**config.mk**
```make
export PLATFORM = sky130hd
export DESIGN_NAME = rt_cfg_device_flat
export DESIGN_NICKNAME = d
export VERILOG_FILES = /design/src/rt_cfg_pkg.sv /design/src/rt_cfg_if.sv /design/src/rt_cfg_device.sv /design/src/strap_sync.sv /design/src/flat_wrapper.sv
export SDC_FILE = /design/constraint.sdc
export NUM_CORES = 1
export LEC_CHECK = 0
export BUFFER_PORTS_ARGS = -buffer_cell sky130_fd_sc_hd__buf_2
export CORE_ASPECT_RATIO = 0.9
export CORE_MARGIN = 3
export CORE_UTILIZATION = 35
export CTS_CLUSTER_DIAMETER = 120
export DETAILED_ROUTE_END_ITERATION = 10
export HOLD_SLACK_MARGIN = 0.05
export PLACE_DENSITY_LB_ADDON = 0.1
export SYNTH_ARGS = -nofsm -noshare
export SYNTH_HDL_FRONTEND = slang
export SYNTH_SLANG_ARGS = --single-unit
```
**constraint.sdc**
```tcl
create_clock -name clk -period 3.4 [get_ports clk]
set_clock_uncertainty 0.05 [all_clocks]
set_input_delay 0.51 -clock clk [delete_from_list [all_inputs] [get_ports clk]]
set_output_delay 0.51 -clock clk [all_outputs]
set_load 0.05 [all_outputs]
```
**src/rt_cfg_pkg.sv**
```systemverilog
// constants, types and helpers shared by both ends of the terminal mode and config link
//
// Operation
// - three states: reset, initialization, operational
// - init input held: freeze serial bus, host served
// - initialization: no serial reply, host access nominal
// - reset state: everything reset, nobody answered
// - host uses init hold only for setup
// - rate select: 10 MHz plus 2 MHz steps
// - active-low reset clears whole terminal
// - strap inputs captured at reset release, kept
// - timeout select: 0 gives 31 us, 1 14 us
// - fail-safe select tests 800 us inhibit timeout
// - scan test select tied low normally
// - after power-up broadcast follows pin only
// - once mode register written, field overrides pin
// - board wires parity for odd address parity
// - parity failure: valid command not processed
// - four host registers at indices 0 to 3
// - load enable: first three writable via subaddress 1
// - data words 17, 18, 19 load registers 1-3
// - up to 16 words none; 17-18 partial; 19 or more all
// - load happens at descriptor write, message end
// - loading message otherwise handled as ordinary receive
package rt_cfg_pkg;

   // ----------------------------------------------------------------
   // register indices and reset values
   // ----------------------------------------------------------------
   localparam logic [1:0]  MODE_IDX       = 2'h0;     // terminal_mode_config
   localparam logic [1:0]  CLOCK_IDX      = 2'h1;     // clock_frame_config
   localparam logic [1:0]  IMASK_IDX      = 2'h2;     // interrupt_mask_config
   localparam logic [1:0]  HOSTIF_IDX     = 2'h3;     // host_interface_config
   localparam logic [15:0] MODE_RST       = 16'h0005; // wrap and broadcast bits set
   localparam logic [15:0] CLOCK_RST      = 16'h0000;
   localparam logic [15:0] IMASK_RST      = 16'h0001; // end-of-message enabled
   localparam logic [15:0] HOSTIF_RST     = 16'h0000;
   localparam int          BCAST_FIELD    = 0;        // broadcast_allow_field position

   // ----------------------------------------------------------------
   // serial bus constants
   // ----------------------------------------------------------------
   localparam logic [4:0]  BCAST_ADDR     = 5'h1F;    // broadcast terminal address
   localparam logic [4:0]  LOAD_SUBADDR   = 5'h01;    // dynamic load subaddress
   localparam logic [5:0]  FIRST_LOAD_WORD = 6'h11;   // data word 17

   // ----------------------------------------------------------------
   // timing
   // ----------------------------------------------------------------
   localparam int          BASE_MHZ       = 10;
   localparam int          STEP_MHZ       = 2;
   localparam int          REPLY_LONG_US  = 31;
   localparam int          REPLY_SHORT_US = 14;
   localparam int          FAILSAFE_US    = 800;

   // ----------------------------------------------------------------
   // host side avalon map, byte addresses
   // ----------------------------------------------------------------
   localparam logic [4:0]  AV_DEV_TOP     = 5'h0C;    // device regs at 4 x index
   localparam logic [4:0]  AV_CTRL_ADDR   = 5'h10;    // bit0 host_init_hold
   localparam logic [4:0]  AV_STAT_ADDR   = 5'h14;    // mode and broadcast state
   localparam logic        CTRL_RST       = 1'b1;     // host starts in init hold

   // ----------------------------------------------------------------
   // types
   // ----------------------------------------------------------------
   typedef enum logic [1:0] {
      ST_RESET = 2'b00,
      ST_INIT  = 2'b01,
      ST_OPER  = 2'b11
   } rt_mode_t;

   typedef enum logic [1:0] {
      H_IDLE = 2'b00,
      H_DEV  = 2'b01,
      H_ACK  = 2'b11
   } host_state_t;

   // ----------------------------------------------------------------
   // helpers
   // ----------------------------------------------------------------
   // clock rate in MHz from the select code
   function automatic logic [4:0] rate_mhz(input logic [2:0] sel);
      rate_mhz = 5'(BASE_MHZ + STEP_MHZ * int'(sel));
   endfunction

   // microseconds to clock cycles at the selected rate
   function automatic logic [15:0] us_to_cycles(input int us, input logic [2:0] sel);
      us_to_cycles = 16'(us * int'(rate_mhz(sel)));
   endfunction

endpackage

```
**src/rt_cfg_if.sv**
```systemverilog
// link between the host bridge and the terminal mode and config controller
`timescale 1ns/100ps
interface rt_cfg_if;
   import rt_cfg_pkg::*;
   logic        host_init_hold; // host holds terminal in initialization
   logic        app_req;        // host register request, held until ack
   logic        app_wr;         // 1 write, 0 read
   logic [1:0]  app_addr;       // register index
   logic [1:0]  app_be;         // byte enables for writes
   logic [15:0] app_wdata;      // write data
   logic [15:0] app_rdata;      // read data, valid with ack
   logic        app_ack;        // one-cycle answer
   rt_mode_t    dev_mode;       // current operating state
   logic        dev_bcast_en;   // broadcast currently accepted

   modport device (
      input  host_init_hold, app_req, app_wr, app_addr, app_be, app_wdata,
      output app_rdata, app_ack, dev_mode, dev_bcast_en
   );
   modport host (
      output host_init_hold, app_req, app_wr, app_addr, app_be, app_wdata,
      input  app_rdata, app_ack, dev_mode, dev_bcast_en
   );
endinterface

```
**src/rt_cfg_device.sv**
```systemverilog
// terminal end: operating states, strap capture, command gating and config registers
`timescale 1ns/100ps
module rt_cfg_device
   import rt_cfg_pkg::*;
(
   // clock and reset
   input  wire logic        clk,
   input  wire logic        rst_n,
   // host link
   rt_cfg_if.device         link,
   // strap pins
   input  wire logic [2:0]  clock_rate_select,
   input  wire logic [4:0]  terminal_address,
   input  wire logic        terminal_address_parity,
   input  wire logic        broadcast_allow_pin,
   input  wire logic        timeout_select,
   input  wire logic        loop_inhibit_n,
   input  wire logic        encoder_inhibit_n,
   input  wire logic        failsafe_test_select,
   input  wire logic        bus_config_load_enable,
   input  wire logic        scan_test_select,
   // decoded serial traffic from the protocol engine
   input  wire logic        cmd_valid,
   input  wire logic [4:0]  cmd_address,
   input  wire logic [4:0]  cmd_subaddr,
   input  wire logic        cmd_transmit,
   input  wire logic        data_valid,
   input  wire logic [5:0]  data_index,
   input  wire logic [15:0] data_word,
   input  wire logic        msg_end,
   input  wire logic        msg_good,
   // gating results
   output logic             serial_enable,
   output logic             cmd_accept,
   output logic             cmd_reject,
   output logic             broadcast_enable,
   // captured configuration
   output logic             failsafe_test,
   output logic             loop_off_n,
   output logic             encoder_off_n,
   output logic             scan_test,
   output logic [15:0]      reply_timeout_cycles,
   output logic [15:0]      failsafe_cycles,
   // register contents
   output logic [15:0]      terminal_mode_config,
   output logic [15:0]      clock_frame_config,
   output logic [15:0]      interrupt_mask_config,
   output logic [15:0]      host_interface_config
);
   // ----------------------------------------------------------------
   // strap synchroniser
   // ----------------------------------------------------------------
   localparam int SW = 16; // 3 rate + 5 address + 8 single straps
   logic [SW-1:0] strap_lv; // settled strap levels

   strap_sync #(.W(SW)) u_sync (
      .clk   (clk),
      .pin   ({clock_rate_select, terminal_address, terminal_address_parity,
               broadcast_allow_pin, timeout_select, loop_inhibit_n,
               encoder_inhibit_n, failsafe_test_select, bus_config_load_enable,
               scan_test_select}),
      .level (strap_lv)
   );

   // ----------------------------------------------------------------
   // state
   // ----------------------------------------------------------------
   rt_mode_t    mode_q, mode_d;             // operating state
   logic [SW-1:0] strap_q, strap_d;         // straps frozen at release
   logic [15:0] regs_q [4];                 // configuration registers
   logic [15:0] regs_d [4];
   logic [15:0] shadow_q [3];               // words 17..19 of current message
   logic [15:0] shadow_d [3];
   logic [2:0]  seen_q, seen_d;             // which shadow words arrived
   logic        load_msg_q, load_msg_d;     // current message is rx to subaddress 1
   logic        written_q, written_d;       // mode register written since reset
   logic        ack_q, ack_d;               // host answer
   logic [15:0] rdata_q, rdata_d;           // host read data
   logic        accept_q, accept_d;         // command taken
   logic        reject_q, reject_d;         // command refused
   logic [15:0] reply_q, reply_d;           // reply timeout in cycles
   logic [15:0] fs_q, fs_d;                 // fail-safe timeout in cycles
   logic        bcast_q, bcast_d;           // broadcast allowed

   // strap fields out of the frozen vector
   logic [2:0]  s_rate;
   logic [4:0]  s_addr;
   logic        s_par, s_broadcast_allow_pin, s_tmo, s_loop, s_enc, s_fs, s_load, s_scan;
   assign {s_rate, s_addr, s_par, s_broadcast_allow_pin, s_tmo, s_loop, s_enc, s_fs, s_load, s_scan}
      = strap_q;

   // merge host bytes into a register
   function automatic logic [15:0] merge(input logic [15:0] old, input logic [15:0] nw,
                                         input logic [1:0] be);
      merge = {be[1] ? nw[15:8] : old[15:8], be[0] ? nw[7:0] : old[7:0]};
   endfunction

   // ----------------------------------------------------------------
   // next state
   // ----------------------------------------------------------------
   always_comb begin
      logic parity_ok;
      logic addr_hit;
      logic host_write;
      parity_ok  = 1'b0;
      addr_hit   = 1'b0;
      host_write = 1'b0;
      mode_d     = mode_q;
      strap_d    = strap_q;
      regs_d     = regs_q;
      shadow_d   = shadow_q;
      seen_d     = seen_q;
      load_msg_d = load_msg_q;
      written_d  = written_q;
      ack_d      = 1'b0;
      rdata_d    = rdata_q;
      accept_d   = 1'b0;
      reject_d   = 1'b0;
      reply_d    = reply_q;
      fs_d       = fs_q;

      // operating state transitions
      case (mode_q)
         ST_RESET: begin // first edge after release: freeze straps
            strap_d = strap_lv;
            mode_d  = link.host_init_hold ? ST_INIT : ST_OPER;
         end
         ST_INIT: begin
            if (!link.host_init_hold) begin
               mode_d = ST_OPER;
            end
         end
         ST_OPER: begin
            if (link.host_init_hold) begin
               mode_d = ST_INIT;
            end
         end
         default: begin
            mode_d = ST_RESET;
         end
      endcase

      // timeouts follow the frozen rate code
      reply_d = us_to_cycles(s_tmo ? REPLY_SHORT_US : REPLY_LONG_US, s_rate);
      fs_d    = us_to_cycles(FAILSAFE_US, s_rate);

      // host access, answered in init and operational only
      if (link.app_req && !ack_q && mode_q != ST_RESET) begin
         ack_d   = 1'b1;
         rdata_d = regs_q[link.app_addr];
         if (link.app_wr) begin
            host_write = 1'b1;
            regs_d[link.app_addr] = merge(regs_q[link.app_addr], link.app_wdata,
                                          link.app_be);
            if (link.app_addr == MODE_IDX) begin
               written_d = 1'b1;
            end
         end
      end

      // command gating, serial side frozen outside operational
      if (cmd_valid && mode_q == ST_OPER) begin
         parity_ok = ^{s_par, s_addr};
         addr_hit  = (cmd_address == s_addr) || (cmd_address == BCAST_ADDR && bcast_q);
         if (addr_hit && parity_ok) begin
            accept_d   = 1'b1;
            seen_d     = 3'h0;
            load_msg_d = !cmd_transmit && cmd_subaddr == LOAD_SUBADDR;
         end else begin
            reject_d   = 1'b1;
         end
      end

      // capture words 17..19 as they arrive, commit later; words still pass on
      if (data_valid && load_msg_q && mode_q == ST_OPER) begin
         for (int i = 0; i < 3; i++) begin
            if (data_index == FIRST_LOAD_WORD + 6'(i)) begin
               shadow_d[i] = data_word;
               seen_d[i]   = 1'b1;
            end
         end
      end

      // commit at descriptor write; only words reached are loaded
      if (msg_end && msg_good && load_msg_q && s_load && mode_q == ST_OPER) begin
         for (int i = 0; i < 3; i++) begin
            if (seen_q[i]) begin
               regs_d[i] = shadow_q[i];
            end
         end
         if (seen_q[0]) begin
            written_d = 1'b1;
         end
      end
      if (msg_end) begin
         load_msg_d = 1'b0;
      end

      // broadcast priority: pin until mode register written
      bcast_d = written_d ? regs_d[MODE_IDX][BCAST_FIELD] : s_broadcast_allow_pin;

      // host writes a register that a load also targets: host wins
      if (host_write) begin
         regs_d[link.app_addr] = merge(regs_q[link.app_addr], link.app_wdata, link.app_be);
         bcast_d = written_d ? regs_d[MODE_IDX][BCAST_FIELD] : s_broadcast_allow_pin;
      end
   end

   // ----------------------------------------------------------------
   // registers, synchronous reset returns every flop to its reset value, config registers to MODE_RST..HOSTIF_RST
   // ----------------------------------------------------------------
   always_ff @(posedge clk) begin
      if (!rst_n) begin
         mode_q     <= ST_RESET;
         strap_q    <= '0;
         regs_q[MODE_IDX]   <= MODE_RST;
         regs_q[CLOCK_IDX]  <= CLOCK_RST;
         regs_q[IMASK_IDX]  <= IMASK_RST;
         regs_q[HOSTIF_IDX] <= HOSTIF_RST;
         for (int i = 0; i < 3; i++) begin
            shadow_q[i] <= '0;
         end
         seen_q     <= '0;
         load_msg_q <= 1'b0;
         written_q  <= 1'b0;
         ack_q      <= 1'b0;
         rdata_q    <= '0;
         accept_q   <= 1'b0;
         reject_q   <= 1'b0;
         reply_q    <= '0;
         fs_q       <= '0;
         bcast_q    <= 1'b0;
      end else begin
         mode_q     <= mode_d;
         strap_q    <= strap_d;
         regs_q     <= regs_d;
         shadow_q   <= shadow_d;
         seen_q     <= seen_d;
         load_msg_q <= load_msg_d;
         written_q  <= written_d;
         ack_q      <= ack_d;
         rdata_q    <= rdata_d;
         accept_q   <= accept_d;
         reject_q   <= reject_d;
         reply_q    <= reply_d;
         fs_q       <= fs_d;
         bcast_q    <= bcast_d;
      end
   end

   // ----------------------------------------------------------------
   // outputs, all from flops except serial_enable, decoded from mode_q
   // ----------------------------------------------------------------
   assign link.app_ack          = ack_q;
   assign link.app_rdata        = rdata_q;
   assign link.dev_mode         = mode_q;
   assign link.dev_bcast_en     = bcast_q;
   assign serial_enable         = (mode_q == ST_OPER);
   assign cmd_accept            = accept_q;
   assign cmd_reject            = reject_q;
   assign broadcast_enable      = bcast_q;
   assign failsafe_test         = s_fs;
   assign loop_off_n            = s_loop;
   assign encoder_off_n         = s_enc;
   assign scan_test             = s_scan;
   assign reply_timeout_cycles  = reply_q;
   assign failsafe_cycles       = fs_q;
   assign terminal_mode_config  = regs_q[MODE_IDX];
   assign clock_frame_config    = regs_q[CLOCK_IDX];
   assign interrupt_mask_config = regs_q[IMASK_IDX];
   assign host_interface_config = regs_q[HOSTIF_IDX];
endmodule

```
**src/strap_sync.sv**
```systemverilog
// three-stage synchroniser for strap pins, output moves when stages two and three agree
`timescale 1ns/100ps
module strap_sync
   import rt_cfg_pkg::*;
#(
   parameter int W = 1
) (
   // clock
   input  wire logic         clk,
   // pins and result
   input  wire logic [W-1:0] pin,
   output logic      [W-1:0] level
);
   initial begin
      if (W < 1) $error("strap_sync width must be at least 1");
   end

   logic [W-1:0] s1_q, s2_q, s3_q; // pipeline, data only, no reset needed
   logic [W-1:0] level_q, level_d; // settled value

   // accept a change once the second and third stages agree
   always_comb begin
      level_d = (s2_q == s3_q) ? s3_q : level_q;
   end

   // register the pipeline
   always_ff @(posedge clk) begin
      s1_q    <= pin;
      s2_q    <= s1_q;
      s3_q    <= s2_q;
      level_q <= level_d;
   end

   assign level = level_q;
endmodule

```
**src/flat_wrapper.sv**
```systemverilog
// flat-port wrapper written by rule: the top's interface ports become plain ports
module rt_cfg_device_flat import rt_cfg_pkg::*;
  (clk, rst_n, clock_rate_select, terminal_address, terminal_address_parity, broadcast_allow_pin, timeout_select, loop_inhibit_n, encoder_inhibit_n, failsafe_test_select, bus_config_load_enable, scan_test_select, cmd_valid, cmd_address, cmd_subaddr, cmd_transmit, data_valid, data_index, data_word, msg_end, msg_good, serial_enable, cmd_accept, cmd_reject, broadcast_enable, failsafe_test, loop_off_n, encoder_off_n, scan_test, reply_timeout_cycles, failsafe_cycles, terminal_mode_config, clock_frame_config, interrupt_mask_config, host_interface_config, link_host_init_hold, link_app_req, link_app_wr, link_app_addr, link_app_be, link_app_wdata, link_app_rdata, link_app_ack, link_dev_mode, link_dev_bcast_en);
  rt_cfg_if link_i ();
  input  wire logic clk;
  input  wire logic rst_n;
  input  wire logic [2:0] clock_rate_select;
  input  wire logic [4:0] terminal_address;
  input  wire logic terminal_address_parity;
  input  wire logic broadcast_allow_pin;
  input  wire logic timeout_select;
  input  wire logic loop_inhibit_n;
  input  wire logic encoder_inhibit_n;
  input  wire logic failsafe_test_select;
  input  wire logic bus_config_load_enable;
  input  wire logic scan_test_select;
  input  wire logic cmd_valid;
  input  wire logic [4:0] cmd_address;
  input  wire logic [4:0] cmd_subaddr;
  input  wire logic cmd_transmit;
  input  wire logic data_valid;
  input  wire logic [5:0] data_index;
  input  wire logic [15:0] data_word;
  input  wire logic msg_end;
  input  wire logic msg_good;
  output logic serial_enable;
  output logic cmd_accept;
  output logic cmd_reject;
  output logic broadcast_enable;
  output logic failsafe_test;
  output logic loop_off_n;
  output logic encoder_off_n;
  output logic scan_test;
  output logic [15:0] reply_timeout_cycles;
  output logic [15:0] failsafe_cycles;
  output logic [15:0] terminal_mode_config;
  output logic [15:0] clock_frame_config;
  output logic [15:0] interrupt_mask_config;
  output logic [15:0] host_interface_config;
  input wire logic [$bits(link_i.host_init_hold)-1:0] link_host_init_hold;
  input wire logic [$bits(link_i.app_req)-1:0] link_app_req;
  input wire logic [$bits(link_i.app_wr)-1:0] link_app_wr;
  input wire logic [$bits(link_i.app_addr)-1:0] link_app_addr;
  input wire logic [$bits(link_i.app_be)-1:0] link_app_be;
  input wire logic [$bits(link_i.app_wdata)-1:0] link_app_wdata;
  output wire logic [$bits(link_i.app_rdata)-1:0] link_app_rdata;
  output wire logic [$bits(link_i.app_ack)-1:0] link_app_ack;
  output wire logic [$bits(link_i.dev_mode)-1:0] link_dev_mode;
  output wire logic [$bits(link_i.dev_bcast_en)-1:0] link_dev_bcast_en;
  assign link_i.host_init_hold = link_host_init_hold;
  assign link_i.app_req = link_app_req;
  assign link_i.app_wr = link_app_wr;
  assign link_i.app_addr = link_app_addr;
  assign link_i.app_be = link_app_be;
  assign link_i.app_wdata = link_app_wdata;
  assign link_app_rdata = link_i.app_rdata;
  assign link_app_ack = link_i.app_ack;
  assign link_dev_mode = link_i.dev_mode;
  assign link_dev_bcast_en = link_i.dev_bcast_en;
  rt_cfg_device u_core (.clk(clk), .rst_n(rst_n), .link(link_i), .clock_rate_select(clock_rate_select), .terminal_address(terminal_address), .terminal_address_parity(terminal_address_parity), .broadcast_allow_pin(broadcast_allow_pin), .timeout_select(timeout_select), .loop_inhibit_n(loop_inhibit_n), .encoder_inhibit_n(encoder_inhibit_n), .failsafe_test_select(failsafe_test_select), .bus_config_load_enable(bus_config_load_enable), .scan_test_select(scan_test_select), .cmd_valid(cmd_valid), .cmd_address(cmd_address), .cmd_subaddr(cmd_subaddr), .cmd_transmit(cmd_transmit), .data_valid(data_valid), .data_index(data_index), .data_word(data_word), .msg_end(msg_end), .msg_good(msg_good), .serial_enable(serial_enable), .cmd_accept(cmd_accept), .cmd_reject(cmd_reject), .broadcast_enable(broadcast_enable), .failsafe_test(failsafe_test), .loop_off_n(loop_off_n), .encoder_off_n(encoder_off_n), .scan_test(scan_test), .reply_timeout_cycles(reply_timeout_cycles), .failsafe_cycles(failsafe_cycles), .terminal_mode_config(terminal_mode_config), .clock_frame_config(clock_frame_config), .interrupt_mask_config(interrupt_mask_config), .host_interface_config(host_interface_config));
endmodule
```
Yosys cells after proc, flatten, opt, wreduce, memory -nomap -nowiden
Index checks and enable logic that the tools add are counted.

word-level totals
  register bits = 251
  input bits = 78
  output and inout bits = 124

operators by class
  add/subtract/negate cells = 1
  multiply operators = 2
  $lt $le $gt $ge = 2
  eq/ne operators = 11
  mux-type cells = 40
  bitwise gates (word level) = 2
  reductions and logical operators = 27

operator list
  operator              count
  $mux 64               3
  $bwmux 64             2
  $mux 16               6
  $mux 48               1
  $bmux 16 s2           1
  $demux 16 s2          1
  $mul 32x6->16         1
  $eq 6x5->1 const B    3
  $eq 16x16->1          1
  $mux 1                16
  $mux 8                2
  $logic_and 1x1->1     13
  $reduce_and 2->1      6
  $mul 5x5->10 const A  1
  $mux 3                3
  $mux 2                3
  $pmux 2 s3            1
  $reduce_xor 6->1      1
  $add 4x4->5 const A   1
  $eq 5x1->1 const B    1
  $eq 5x5->1            1
  $eq 5x5->1 const B    1
  $mux 5                1
  $logic_not 2->1       2
  other kinds (12)      13

Longest topological paths before layout
  word-level depth = 13
  depth in mapped cells = 15
  mapped depth without buffers = 15

Modules after synthesis
Synthesis repeated with hierarchy kept, for this count alone.

second synthesis, totals
  cell total of the unflattened synthesis = 948
  area, all modules = 9833.2 µm²

by module, submodules not included
  module         times used  cells each  area each (µm²)  seq. area each (µm²)
  rt_cfg_device  1           863         8214.1           3463.3
  strap_sync     1           85          1619.1           1441.4

Least setup slack after synthesis
Ideal clock, no wire load.

  path kind = register -> register
  start point = register u_core.strap_q[13]
  end point = register u_core.reply_q[10] (netlist: u_core.reply_timeout_cycles[10])
  library setup time = 0.115 ns
  arrival = 3.552 ns
  slack = -0.317 ns
  stages on the path, launching flop included = 16
  path buffers = 1
  cell sequence = dfxtp_1 clkbuf_1 inv_1 ha_1 inv_1 ha_1 inv_1 fa_1 fa_1 inv_1 fa_1 a21o_1 a21o_1 a21oi_1 nor2_1 o21a_1

between the ends
  cells in the longest elaborated chain, start to end = 2

RTL lines
  element                 line                  text
  from (decl)             rt_cfg_device.sv:69   logic [SW-1:0] strap_q, strap_d;
  from (signal assigned)  rt_cfg_device.sv:235  strap_q <= strap_d;
  $add 4x4->5             rt_cfg_pkg.sv:84      rate_mhz = 5'(BASE_MHZ + STEP_MHZ * int'(sel));
  $mul 32x6->16           rt_cfg_pkg.sv:89      us_to_cycles = 16'(us * int'(rate_mhz(sel)));
  to (signal assigned)    rt_cfg_device.sv:245  reply_q <= reply_d;
  to (decl)               rt_cfg_device.sv:81   logic [15:0] reply_q, reply_d;

No other way between the ends.
A chain may end at the register's enable or synchronous reset.

Worst setup path in the final report
  start point = register u_core.strap_q[14]
  end point = register u_core.reply_q[10] (netlist: u_core.reply_timeout_cycles[10])

Same word-level chain as after synthesis.

==> metrics.yaml <==
layout:
  n_antenna_cell: 0
  layout.nets: 1265
  fillCellCount: 2653
  drive_above_1_share_pct: 29.9
  final_cell_area_um2: 12200
  layout-area-overhead-vs-synth_pct: 26.2
  multi_input_area_um2: 4470
  seqCellArea_um2: 4930
yosys:
  synth_commonest_cells: "222 x dfxtp_1, 108 x nand2_1, 98 x nor2_1"
  yosys_warnings: 0
  syn_area_um2: 9690
  avgSynthCellArea_um2: 10.3
  yosysUniqueCellTypes: 54
  async_flop_share_pct: 0
  ys_seq_area_share_pct: 50.8
  synth_top_area_share_pct: 45.9
  syn-instance-count: 945
  ys_ff_latch: 238
  ys.flop_type: "dfxtp_1"
  yosysMostFrequentCell: "dfxtp_1"
  yosys.area.top_type: "dfxtp_1"
  synth_edf_count: 16
  synthTopCellsByArea: "dfxtp_1 46%, edfxtp_1 5.0%, a211oi_1 4.8%"
clocking:
  clk_latency_ns: 0.54
  htree_levels: 1
  cts_sinks: 238
  root_buffer: "clkbuf_16"
  ctsLongestPathBuffers: 3
  clk_pin_slew_ns: 0.06
  cts_buffers: 27
  cts_tree: "done"
timing:
  setup_viol: 0
  slew_headroom_pct: 45.7
  hold_ws_ns: 0.108
  rsz0062_at_grt: "true"
  finalHoldViolCount: 0
  post-route-min-period_ns: 3.32
  tightest_slew_ns: 0.815
  fmax_ghz: 0.301
  slew_viol_final: 0
  finalCritPeriodShare_pct: 97.6
worst_setup_path:
  arrival_ns: 3.70
  endpoint_kind: "flip-flop"
  required_ns: 3.78
  crit_chain: "buf_6 -> ha_4 -> inv_4 -> ha_4 -> inv_2 -> fa_1 -> fa_1 -> inv_2 -> fa_2 -> a21o_1 -> a21o_1 -> a21oi_2 -> nor2_1 -> o21a_1"
  worst_setup_path_start_kind: "flip-flop"
  r2r_end: "u_core.reply_timeout_cycles[10]$_SDFF_PN0_"
  reg2reg_from: "u_core.strap_q[14]$_SDFFE_PN0N_"
  crit_slowest_cell: "fa_1"
  r2r_slack_ns: 0.08
  critPathBufInv: 4
  rr_worst_depth: 14
  worstSetupPathType: "flip-flop to flip-flop"
  critPathMaxFanout: 4
  critPathTopFamily: "adder cells"
  max_stage_delay_ns: 0.53
hold_path:
  min_path_cells: 2
  hp-class: "primary input to flip-flop"
  worstHoldStart: "msg_end"
  whs_endpoint: "u_core.load_msg_q$_SDFFE_PP0P_"
die:
  initial_core_util_pct: 35.8
  row_count: 57
  dieArea_um2: 29700
  coreArea_um2: 27100
  die_y_um: 164
  die_w_um: 181
  num_io_pins: 202
detailed_routing:
  ant_nets: 0
  drt-total-wl_um: 25900
  drtPass1Iterations: 6
  drcViolationCount: 0
  drt_iter0_markers: 368
  detailroute.via_count: 7314
  vias_per_cell: 4.79
  wl_per_cell_um: 16.9
global_route:
  grt_pass1_wl_um: 40100
  antenna_found_initial: 1
  overflow: 0
  first_global_vias: 7049
  grt.total_usage_pct: 16.8
  grt_max_degree: 65
place:
  io_buffers: 188
  dp_hpwl_um: 17300
  placed_area_um2: 11100
  finalWeightedCongestion: 0.773
power_and_ir_drop:
  p_per_area_nw_per_um2: 552
  peakVddDrop_mv: 0.330
  p_leak_nw: 5.30
job:
  max-cap-violations: 0
status:
  status: "finished clean"
==> logic make-up after synthesis <==
group / Yosys count / synth area share, %
and+or+nand+nor: 256 / 11.7
DFF: 238 / 50.8
AOI/OAI and AO/OA: 181 / 11.6
buffers and inverters: 102 / 4.75
muxes: 101 / 13.1
adders and majority gates: 35 / 5.06
xor gates and xnor gates: 31 / 2.96
other: 1 / 0.0387
==> final cells by class <==
cell class / instances / area share, %
clock inverter: 16 / 0.982
clock buffer: 33 / 5.87
tap: 354 / 3.62
inverter: 28 / 0.900
sequential: 238 / 40.3
timing repair buffer: 240 / 11.8
multi-input combinational: 617 / 36.5
==> where the power goes <==
| part | internal [mW] | switching, mW | leakage (nW) | total (mW) |
|---|---|---|---|---|
| combinational | 0.359 | 0.658 | 2.91 | 1.02 |
| sequential | 2.93 | 0.0562 | 1.96 | 2.98 |
| clock | 1.58 | 1.17 | 0.422 | 2.75 |
| total | 4.87 | 1.88 | 5.30 | 6.75 |
==> worst reg2reg max path, delay by kind of cell (launching register included) <==
family / cells / cell delay (ns)
fa+ha+maj: 5 / 1.89
compound gates: 4 / 0.60
flops: 1 / 0.37
buf+inv: 4 / 0.24
simple gates: 1 / 0.05
==> layer usage <==
metal / share of wire [%] / vias to the layer above / GRT usage [%]
li1: - / 3666 / -
met1: 49 / 3470 / 24.5
met2: 44 / 153 / 26.4
met3: 5.0 / 23 / 3.32
met4: 1.3 / 2 / 2.73
met5: 0.050 / - / 0
==> sequential cells by signal, summed over array words and instances (netlist names) <==
signal                        flops
u_core.shadow_q                  48
u_core.u_sync.s1_q               16
u_core.link.app_rdata            16
u_core.reply_timeout_cycles      10
u_core.host_interface_config     16
u_core.u_sync.level              16
u_core.clock_frame_config        16
u_core.load_msg_q                 1
u_core.u_sync.s2_q               16
u_core.interrupt_mask_config     16
u_core.cmd_accept                 1
u_core.link.dev_mode              2
u_core.cmd_reject                 1
u_core.broadcast_enable           1
u_core.failsafe_cycles            9
u_core.strap_q                   16
u_core.written_q                  1
u_core.link.app_ack               1
u_core.u_sync.s3_q               16
u_core.terminal_mode_config      16
u_core.seen_q                     3
==> worst max-delay path by stage <==
stage                                          startpoint                                    endpoint  cells past startpoint
after floorplan           u_core.strap_q[13]$_SDFFE_PN0N_  u_core.reply_timeout_cycles[10]$_SDFF_PN0_                     15
after global placement    u_core.strap_q[13]$_SDFFE_PN0N_  u_core.reply_timeout_cycles[10]$_SDFF_PN0_                     13
after detailed placement  u_core.strap_q[13]$_SDFFE_PN0N_  u_core.reply_timeout_cycles[10]$_SDFF_PN0_                     14
after CTS                 u_core.strap_q[14]$_SDFFE_PN0N_  u_core.reply_timeout_cycles[10]$_SDFF_PN0_                     14
after global routing      u_core.strap_q[14]$_SDFFE_PN0N_  u_core.reply_timeout_cycles[10]$_SDFF_PN0_                     14
final                     u_core.strap_q[14]$_SDFFE_PN0N_  u_core.reply_timeout_cycles[10]$_SDFF_PN0_                     14
==> stage by stage <==
step                      utilization, %  setup slack (ns)  instances  TNS, ns  total power [mW]
after CTS                           44.8           0.00761       1525        0              6.82
after global placement              41.0           -0.0471       1458  -0.0471              4.02
after floorplan                        -           0.00630        957        0              3.75
after detailed placement            41.0           -0.0826       1458   -0.169              4.03
after global routing                45.1           -0.0447       1526  -0.0759              7.07
final                               45.1            0.0804       1526        0              6.75
==> cell usage in the layout (no fill, tap or decap), types with 4 or more instances in the layout <==
| cell | count |
|---|---|
| conb_1 | 13 |
| dfxtp_1 | 219 |
| buf_12 | 5 |
| and3_1 | 4 |
| mux4_2 | 16 |
| buf_4 | 29 |
| fa_1 | 6 |
| ha_1 | 23 |
| a21oi_1 | 69 |
| xnor2_1 | 21 |
| clkbuf_1 | 4 |
| ha_4 | 4 |
| o21ai_1 | 24 |
| o21ai_0 | 8 |
| edfxtp_1 | 16 |
| mux2i_1 | 37 |
| nand3_1 | 5 |
| clkinv_2 | 11 |
| mux2_2 | 33 |
| and2_1 | 9 |
| dlygate4sd3_1 | 17 |
| nand2_1 | 108 |
| buf_2 | 188 |
| mux2_1 | 15 |
| nand4_1 | 6 |
| a211oi_1 | 62 |
| inv_1 | 23 |
| xor2_1 | 8 |
| clkbuf_16 | 27 |
| a21o_1 | 6 |
| nor2_1 | 97 |
==> timing repair <==
item,4_1_cts,5_1_grt
setup buffers,1,1
pin swaps,5,6
hold buffers,17,0
hold endpoints to repair,17,0
setup endpoints to repair,3,3
gates resized for setup,5,16
Note: power is estimated with default switching activity, not from simulation.
